--- src/verilog/iasf_params.svh ---
// register map, field positions and reset values of the bus status flag block
//
// Operation
// - As master, seeing bus data that differs from what was sent sets the arbitration-lost flag.
// - In master transmit mode the driven data level is compared with the pin at each clock rise; a mismatch sets it.
// - In master mode a start condition seen while the data line is released high sets it.
// - In clocked synchronous mode a final bit received while the buffer is still full sets the same flag as overrun.
// - The arbitration-lost/overrun flag clears only when read as 1 and then written with 0.
// - In slave mode a first frame after start that matches the seven-bit own address sets the match flag.
// - In slave mode a general call address as first frame after start also sets the match flag.
// - The arbitration-lost/overrun flag is status bit 2, read/write, reset 0.
// - The own-address match flag is status bit 1, read/write, reset 0.
// - The receive-full flag sets when a frame moves into the buffer and clears on buffer read or read-1-write-0.
`ifndef IASF_PARAMS_SVH
`define IASF_PARAMS_SVH

// ================================================================
// register offsets
`define IASF_OFS_STATUS 8'h00
`define IASF_OFS_MASK   8'h04
`define IASF_OFS_CTRL   8'h08
`define IASF_OFS_SADDR  8'h0C
`define IASF_OFS_RXBUF  8'h10
`define IASF_OFS_BUS    8'h14

// ================================================================
// status fields
`define IASF_ST_MATCH   1
`define IASF_ST_ALOVE   2
`define IASF_ST_RXFULL  5
`define IASF_ST_USED    8'h26

// ================================================================
// control and address fields
`define IASF_CT_MASTER  0
`define IASF_CT_TX      1
`define IASF_CT_SYNC    2
`define IASF_SA_GCEN    7
`define IASF_GCALL_ADDR 7'h00

// ================================================================
// frame shape and reset values
`define IASF_LAST_BIT   4'h7
`define IASF_ACK_BIT    4'h8
`define IASF_RST_FLAG   1'h0
`define IASF_RST_BYTE   8'h00

`endif

--- src/verilog/iasf_pkg.sv ---
// types shared by the bus status flag block
`default_nettype none
package iasf_pkg;
  typedef enum logic [1:0] {
    iasf_idle,
    iasf_addr_frame,
    iasf_data_frame
  } iasf_frame_t;
endpackage
`default_nettype wire

--- src/verilog/iasf_status.sv ---
// two-wire bus status flags: arbitration lost / overrun, own address match, receive full
`include "iasf_params.svh"
`default_nettype none
module iasf_status #(
  parameter int ADDR_W = 8
) (
  // clock and reset
  input  wire logic              mclk,
  input  wire logic              resetn,
  // apb slave
  input  wire logic              psel,
  input  wire logic              penable,
  input  wire logic              pwrite,
  input  wire logic [ADDR_W-1:0] paddr,
  input  wire logic [31:0]       pwdata,
  output logic      [31:0]       prdata,
  output logic                   pready,
  output logic                   pslverr,
  // bus pins, asynchronous
  input  wire logic              scl_in,
  input  wire logic              sda_in,
  // level the transmitter drives on the data line, 1 = released
  input  wire logic              sda_drive_level,
  // interrupt
  output logic                   irq
);

  // the register offsets need a full byte of address
  if (ADDR_W < 8) begin : g_addr_w_check
    $error("ADDR_W must be at least 8");
  end

  // ================================================================
  // register state
  logic                   arb_lost_overrun_flag;
  logic                   own_address_match_flag;
  logic                   rx_buffer_full_flag;
  logic [7:0]             irq_mask;
  logic                   ctl_master;
  logic                   ctl_tx;
  logic                   ctl_sync;
  logic [6:0]             own_address;
  logic                   gcall_enable;
  logic [7:0]             receive_buffer;
  logic [2:0]             clear_armed;

  // ================================================================
  // pin synchronisers
  logic                   scl_meta;
  logic                   scl_sync;
  logic                   scl_prev;
  logic                   sda_meta;
  logic                   sda_sync;
  logic                   sda_prev;

  always_ff @(posedge mclk) begin
    if (!resetn) begin
      scl_meta <= 1'h1;
      scl_sync <= 1'h1;
      scl_prev <= 1'h1;
      sda_meta <= 1'h1;
      sda_sync <= 1'h1;
      sda_prev <= 1'h1;
    end else begin
      scl_meta <= scl_in;
      scl_sync <= scl_meta;
      scl_prev <= scl_sync;
      sda_meta <= sda_in;
      sda_sync <= sda_meta;
      sda_prev <= sda_sync;
    end
  end

  logic scl_rise;
  logic start_seen;
  logic stop_seen;
  assign scl_rise   = scl_sync && !scl_prev;
  // data moving while the clock is high marks start or stop
  assign start_seen = scl_sync && scl_prev && sda_prev && !sda_sync;
  assign stop_seen  = scl_sync && scl_prev && !sda_prev && sda_sync;

  // ================================================================
  // apb decode
  logic       acc;
  logic       setup;
  logic       wr_acc;
  logic       rd_acc;
  logic       hit_status;
  logic       hit_mask;
  logic       hit_ctrl;
  logic       hit_saddr;
  logic       hit_rxbuf;
  logic       hit_bus;
  logic       mapped;
  logic [7:0] offs;

  assign offs   = paddr[7:0];
  assign acc    = psel && penable;
  assign setup  = psel && !penable;
  assign wr_acc = acc && pwrite;
  assign rd_acc = acc && !pwrite;

  always_comb begin
    hit_status = 1'h0;
    hit_mask   = 1'h0;
    hit_ctrl   = 1'h0;
    hit_saddr  = 1'h0;
    hit_rxbuf  = 1'h0;
    hit_bus    = 1'h0;
    if ((paddr >> $bits(offs)) != '0) begin
      hit_status = 1'h0;
    end else if (offs == `IASF_OFS_STATUS) begin
      hit_status = 1'h1;
    end else if (offs == `IASF_OFS_MASK) begin
      hit_mask = 1'h1;
    end else if (offs == `IASF_OFS_CTRL) begin
      hit_ctrl = 1'h1;
    end else if (offs == `IASF_OFS_SADDR) begin
      hit_saddr = 1'h1;
    end else if (offs == `IASF_OFS_RXBUF) begin
      hit_rxbuf = 1'h1;
    end else if (offs == `IASF_OFS_BUS) begin
      hit_bus = 1'h1;
    end
  end

  assign mapped  = hit_status || hit_mask || hit_ctrl || hit_saddr || hit_rxbuf || hit_bus;
  // zero wait states: every access finishes in its first access cycle
  assign pready  = 1'h1;
  assign pslverr = acc && !mapped;

  logic [7:0] status_view;
  assign status_view = {2'h0, rx_buffer_full_flag, 2'h0, arb_lost_overrun_flag,
                        own_address_match_flag, 1'h0};

  // read data is captured in the setup cycle so it stands through the access
  always_ff @(posedge mclk) begin
    if (!resetn) begin
      prdata <= 32'h0;
    end else if (setup && !pwrite) begin
      if (hit_status) begin
        prdata <= {24'h0, status_view};
      end else if (hit_mask) begin
        prdata <= {24'h0, irq_mask};
      end else if (hit_ctrl) begin
        prdata <= {29'h0, ctl_sync, ctl_tx, ctl_master};
      end else if (hit_saddr) begin
        prdata <= {24'h0, gcall_enable, own_address};
      end else if (hit_rxbuf) begin
        prdata <= {24'h0, receive_buffer};
      end else if (hit_bus) begin
        prdata <= {30'h0, sda_sync, scl_sync};
      end else begin
        prdata <= 32'h0;
      end
    end
  end

  // ================================================================
  // control registers
  always_ff @(posedge mclk) begin
    if (!resetn) begin
      irq_mask     <= `IASF_RST_BYTE;
      ctl_master   <= `IASF_RST_FLAG;
      ctl_tx       <= `IASF_RST_FLAG;
      ctl_sync     <= `IASF_RST_FLAG;
      own_address  <= 7'h00;
      gcall_enable <= `IASF_RST_FLAG;
    end else if (wr_acc) begin
      if (hit_mask) begin
        irq_mask <= pwdata[7:0] & `IASF_ST_USED;
      end
      if (hit_ctrl) begin
        ctl_master <= pwdata[`IASF_CT_MASTER];
        ctl_tx     <= pwdata[`IASF_CT_TX];
        ctl_sync   <= pwdata[`IASF_CT_SYNC];
      end
      if (hit_saddr) begin
        own_address  <= pwdata[6:0];
        gcall_enable <= pwdata[`IASF_SA_GCEN];
      end
    end
  end

  // ================================================================
  // frame tracking and receive shifting
  iasf_pkg::iasf_frame_t frame;
  logic [3:0]            bit_cnt;
  logic [7:0]            shift_register;
  logic [7:0]            next_shift;
  logic                  frame_done;
  logic                  addressed;
  logic                  addr_hit;
  logic                  overrun_hit;
  logic                  rx_load;
  logic                  arb_hit;

  assign next_shift = {shift_register[6:0], sda_sync};
  assign frame_done = scl_rise && (bit_cnt == `IASF_LAST_BIT)
                      && (ctl_sync || frame != iasf_pkg::iasf_idle);

  always_ff @(posedge mclk) begin
    if (!resetn) begin
      frame          <= iasf_pkg::iasf_idle;
      bit_cnt        <= 4'h0;
      shift_register <= `IASF_RST_BYTE;
    end else if (ctl_sync) begin
      frame <= iasf_pkg::iasf_idle;
      if (scl_rise) begin
        shift_register <= next_shift;
        bit_cnt        <= frame_done ? 4'h0 : bit_cnt + 4'h1;
      end
    end else if (start_seen) begin
      frame   <= iasf_pkg::iasf_addr_frame;
      bit_cnt <= 4'h0;
    end else if (stop_seen) begin
      frame   <= iasf_pkg::iasf_idle;
      bit_cnt <= 4'h0;
    end else if (scl_rise && frame != iasf_pkg::iasf_idle) begin
      if (bit_cnt == `IASF_ACK_BIT) begin
        // acknowledge clock closes the frame; later frames carry data
        bit_cnt <= 4'h0;
        frame   <= iasf_pkg::iasf_data_frame;
      end else begin
        shift_register <= next_shift;
        bit_cnt        <= bit_cnt + 4'h1;
      end
    end
  end

  // first frame after start compared with own and general call address
  assign addr_hit = !ctl_sync && !ctl_master && frame_done
                    && frame == iasf_pkg::iasf_addr_frame
                    && (next_shift[7:1] == own_address
                        || (gcall_enable && next_shift[7:1] == `IASF_GCALL_ADDR));

  always_ff @(posedge mclk) begin
    if (!resetn) begin
      addressed <= 1'h0;
    end else if (start_seen || stop_seen || ctl_sync) begin
      addressed <= 1'h0;
    end else if (addr_hit) begin
      addressed <= 1'h1;
    end
  end

  // a full buffer is never overwritten: the new frame is dropped
  assign overrun_hit = ctl_sync && frame_done && rx_buffer_full_flag;
  assign rx_load     = frame_done && !rx_buffer_full_flag
                       && (ctl_sync || (frame == iasf_pkg::iasf_data_frame && (addressed || ctl_master)));

  always_ff @(posedge mclk) begin
    if (!resetn) begin
      receive_buffer <= `IASF_RST_BYTE;
    end else if (rx_load) begin
      receive_buffer <= next_shift;
    end
  end

  // arbitration: driven level against pin at clock rise, or start while released
  assign arb_hit = !ctl_sync && ctl_master
                   && ((ctl_tx && scl_rise && sda_drive_level != sda_sync)
                       || (start_seen && sda_drive_level));

  // ================================================================
  // status flags
  function automatic logic flag_next(input logic cur, input logic set,
                                     input logic armed, input logic clr_wr,
                                     input logic wbit);
    logic nxt;
    nxt = cur;
    // only a 0 after a 1 was read clears; a 1 written changes nothing
    if (clr_wr && armed && !wbit) begin
      nxt = 1'h0;
    end
    if (set) begin
      nxt = 1'h1;
    end
    return nxt;
  endfunction

  logic st_wr;
  logic rx_read;
  assign st_wr   = wr_acc && hit_status;
  assign rx_read = rd_acc && hit_rxbuf;

  always_ff @(posedge mclk) begin
    if (!resetn) begin
      clear_armed <= 3'h0;
    end else if (rd_acc && hit_status) begin
      // arm from what software was shown, not from a flag that rose after setup
      clear_armed <= {prdata[`IASF_ST_RXFULL], prdata[`IASF_ST_ALOVE], prdata[`IASF_ST_MATCH]};
    end else if (st_wr) begin
      clear_armed <= 3'h0;
    end
  end

  always_ff @(posedge mclk) begin
    if (!resetn) begin
      arb_lost_overrun_flag <= `IASF_RST_FLAG;
    end else begin
      arb_lost_overrun_flag <= flag_next(arb_lost_overrun_flag, arb_hit || overrun_hit,
                                         clear_armed[1], st_wr, pwdata[`IASF_ST_ALOVE]);
    end
  end

  always_ff @(posedge mclk) begin
    if (!resetn) begin
      own_address_match_flag <= `IASF_RST_FLAG;
    end else begin
      own_address_match_flag <= flag_next(own_address_match_flag, addr_hit,
                                          clear_armed[0], st_wr, pwdata[`IASF_ST_MATCH]);
    end
  end

  always_ff @(posedge mclk) begin
    if (!resetn) begin
      rx_buffer_full_flag <= `IASF_RST_FLAG;
    end else if (rx_load) begin
      rx_buffer_full_flag <= 1'h1;
    end else if (rx_read) begin
      rx_buffer_full_flag <= 1'h0;
    end else begin
      rx_buffer_full_flag <= flag_next(rx_buffer_full_flag, 1'h0,
                                       clear_armed[2], st_wr, pwdata[`IASF_ST_RXFULL]);
    end
  end

  // ================================================================
  // interrupt
  always_ff @(posedge mclk) begin
    if (!resetn) begin
      irq <= 1'h0;
    end else begin
      irq <= |(status_view & irq_mask);
    end
  end

endmodule
`default_nettype wire
--- config.mk ---
export PLATFORM = sky130hd
export DESIGN_NAME = iasf_status
export DESIGN_NICKNAME = d
export VERILOG_FILES = /design/src/verilog/iasf_pkg.sv /design/src/verilog/iasf_status.sv
export VERILOG_INCLUDE_DIRS = /design/src /design/src/verilog
export SDC_FILE = /design/constraint.sdc
export NUM_CORES = 1
export LEC_CHECK = 0
export BUFFER_PORTS_ARGS = -buffer_cell sky130_fd_sc_hd__buf_2
export CAP_MARGIN = 40
export CORE_ASPECT_RATIO = 1.25
export CORE_MARGIN = 1.5
export CORE_UTILIZATION = 45
export CTS_CLUSTER_SIZE = 40
export DETAILED_ROUTE_END_ITERATION = 6
export PLACE_DENSITY = 0.74
export SLEW_MARGIN = 10
export SYNTH_ARGS = -nofsm -noshare
export SYNTH_HDL_FRONTEND = slang
export SYNTH_SLANG_ARGS = --single-unit
--- constraint.sdc ---
create_clock -name mclk -period 1.7 [get_ports mclk]
set_input_delay 0.34 -clock mclk [delete_from_list [all_inputs] [get_ports mclk]]
set_output_delay 0.34 -clock mclk [all_outputs]
set_load 0.01 [all_outputs]
==> reports/qor.yml <==
global_route:
  grt_max_degree: 42
  grt_pass1_vias: 2343
  grt.total_usage_pct: 20.4
  antenna_found_initial: 0
  gr-total-overflow: 0
  grt_pass1_wl_um: 10500
yosys:
  netlist.area_leader.share_pct: 40.1
  synth_common_cells: "dfxtp_1 (57), nor2_1 (44), mux2i_1 (34)"
  synth_area_leaders: "dfxtp_1 (40%), mux2i_1 (12%), buf_4 (6.6%)"
  synth-async-reset-ratio_pct: 0
  synthCells: 326
  synth_top_cell_by_area: "dfxtp_1"
  ys_ff_latch: 57
  synth_area_sq_um: 2840
  synth_top_family_by_area: "simple AND/OR/NAND/NOR gates"
  yosysMostFrequentCell: "dfxtp_1"
  yosysUniqueCellTypes: 47
  synth-compound-area-share_pct: 11.1
  yosysSeqAreaShare_pct: 40.1
  synth_xor_area_share_pct: 3.70
  avgSynthCellArea_sq_um: 8.72
  ys.warnings.count: 0
  ys.flop_type: "dfxtp_1"
  synthMuxAreaShare_pct: 12.0
  synth_edf_count: 0
  yosys.area_share.adder_pct: 0.880
  synthSimpleGateAreaFrac_pct: 22.2
route:
  wl_per_cell_um: 13.8
  drc: 0
  routed_wirelength_um: 6450
  drt_iter0_markers: 169
  vias_per_cell: 5.19
  via_count: 2422
  antenna_left: 0
  dr.pass1.iters: 4
clocking:
  numCtsBuffers: 9
  clockRootBuffer: "clkbuf_8"
  cts_tree: "built"
  htree_levels: 3
  clk_pin_slew_worst_paths_ps: 60
  clock_latency_ps: 340
  clk_path_buf_depth: 2
  cts.sinks: 57
floorplanning:
  start_util_pct: 46.4
  fp-row-count: 32
  die_h_um: 91.9
  die_x_um: 74.1
  fp.coreArea_sq_um: 6130
  die_area_sq_um: 6810
  io_pins: 83
finish:
  areaGrowthSynthToFinish_pct: 19.3
  final_area_sq_um: 3390
  nNetsFinal: 428
  antenna_cells: 0
  drive_gt1_share_pct: 22.0
power_and_ir_drop:
  ir_drop_uv: 791
  p_total_mw: 2.83
  leakage_nw: 1.44
  powerDensity_nw_per_um2: 836
min_path:
  worstHoldPathType: "input pin to flip-flop"
  min_from: "scl_in"
placed_design:
  place_area_sq_um: 3140
  dp_hpwl_um: 4570
  port-buffer-count: 33
  routabilityCongestion: 0.824
setup_path:
  reg2reg_depth: 8
  cp.depth: 5
  worst_path_max_delay_cell: "or4_4"
  worst-endpoint-arrival_ps: 1340
  crit_path_start_kind: "input pin"
  cp_num_buf_inv: 2
  ff2ff_setup_slack_ps: 100
  r2r-end: "shift_register[6]"
  path_delay_family: "simple AND/OR/NAND/NOR gates"
  worstPathRequired_ps: 1360
  crit_chain: "buf_6, or4_4, nor2_4, a21oi_2, buf_2"
  rr_startpoint: "bit_cnt[0]"
  crit_type: "input pin to output port"
  end_kind: "output port"
  slowest_delay_ps: 580
  cp-startpoint: "paddr[0]"
  cp-endpoint: "pslverr"
  cp_max_fo: 4
timing:
  fin_crit_ps: 1680
  min_period_over_period_pct: 98.9
  finalHoldViolCount: 0
  fmax_ghz: 0.595
  setup_viol: 0
  clock-skew-final_ps: 7.86
  rsz0062_at_grt: "yes"
  drv_slew: 0
  setup_tns_ps: 0
flow_run:
  timing.max_cap.violations: 0
run_status:
  status: "finished, final reports clean"
## placed cells by master (no fill, tap or decap), drive strengths merged, types with 6 or more instances in the layout
master,n
nand2,20
dfxtp,57
a21oi,16
o21ai,11
nor2,44
nand3,11
mux2i,34
nor2b,7
nand2b,9
inv,9
nand4,6
xor2,7
conb,25
buf,56
clkbuf,13
## worst register-to-register path: stages (launching register included)
cell and delay (ps):
dfxtp_4 360, inv_1 40, ha_1 190, and3b_2 250
nor2_2 90, o21a_1 190, buf_12 140, mux2i_1 180
nor2_1 60
## area by class of cell
type | count | area (sq um)
clock buffer | 12 | 155
clock inverter | 3 | 40.0
fill | 561 | 2740
inverter | 9 | 33.8
multi-input combinational | 244 | 1530
sequential | 57 | 1150
tap | 85 | 106
timing repair buffer | 57 | 377
## where the power goes
group	internal, mW	total, mW	leakage [nW]	switching (mW)
registers	1.35	1.36	0.462	0.00953
clock network	0.744	1.25	0.102	0.511
logic	0.0812	0.221	0.875	0.140
## sequential cells by signal (all words and copies together), names as in the netlist, 2 cells and up
signal and count:
own_address 7, prdata 8, clear_armed 3, shift_register 7, receive_buffer 8, frame 2, irq_mask 3, bit_cnt 4
## metal layers
metal | routed length [um] | vias up | track usage, %
met3 | 295 | 13 | 3.85
met4 | 169 | 0 | 12.2
met5 | 0 | - | 0
met2 | 3280 | 84 | 34.7
li1 | - | 1188 | -
met1 | 2710 | 1137 | 22.8
## kinds of logic after synthesis
family / count (synthesis)
simple gates: 121
xor+xnor: 12
flops: 57
buf+inv: 48
fa+ha+maj: 2
compound gates: 50
other cells: 2
mux: 34
## metrics by stage
step / std cells / utilization (%) / setup slack [ps] / hold WS (ps)
after detailed placement: 449 / 51.2 / -238 / 392
after global placement: 449 / 51.2 / -206 / 390
after global routing: 467 / 55.4 / -20.4 / 193
after floorplan: 349 / - / -105 / 386
final: 467 / 55.4 / 18.0 / 192
after CTS: 464 / 54.5 / 25.5 / 185
## worst min-delay path by stage
stage                     endpoint  slack (ps)  cells past startpoint
after global routing      sda_meta         190                      2
after floorplan           scl_sync         390                      1
after detailed placement  scl_sync         390                      1
after global placement    scl_sync         390                      1
after CTS                 scl_meta         180                      2
final                     scl_meta         190                      2
## repair_timing
item	in CTS	in global routing
gates cloned	0	1
pin swaps	0	5
setup buffers	0	2
gates resized for setup	1	14
setup endpoints to repair	1	20
hold buffers	0	0
Power figures use the tool's default switching activity.
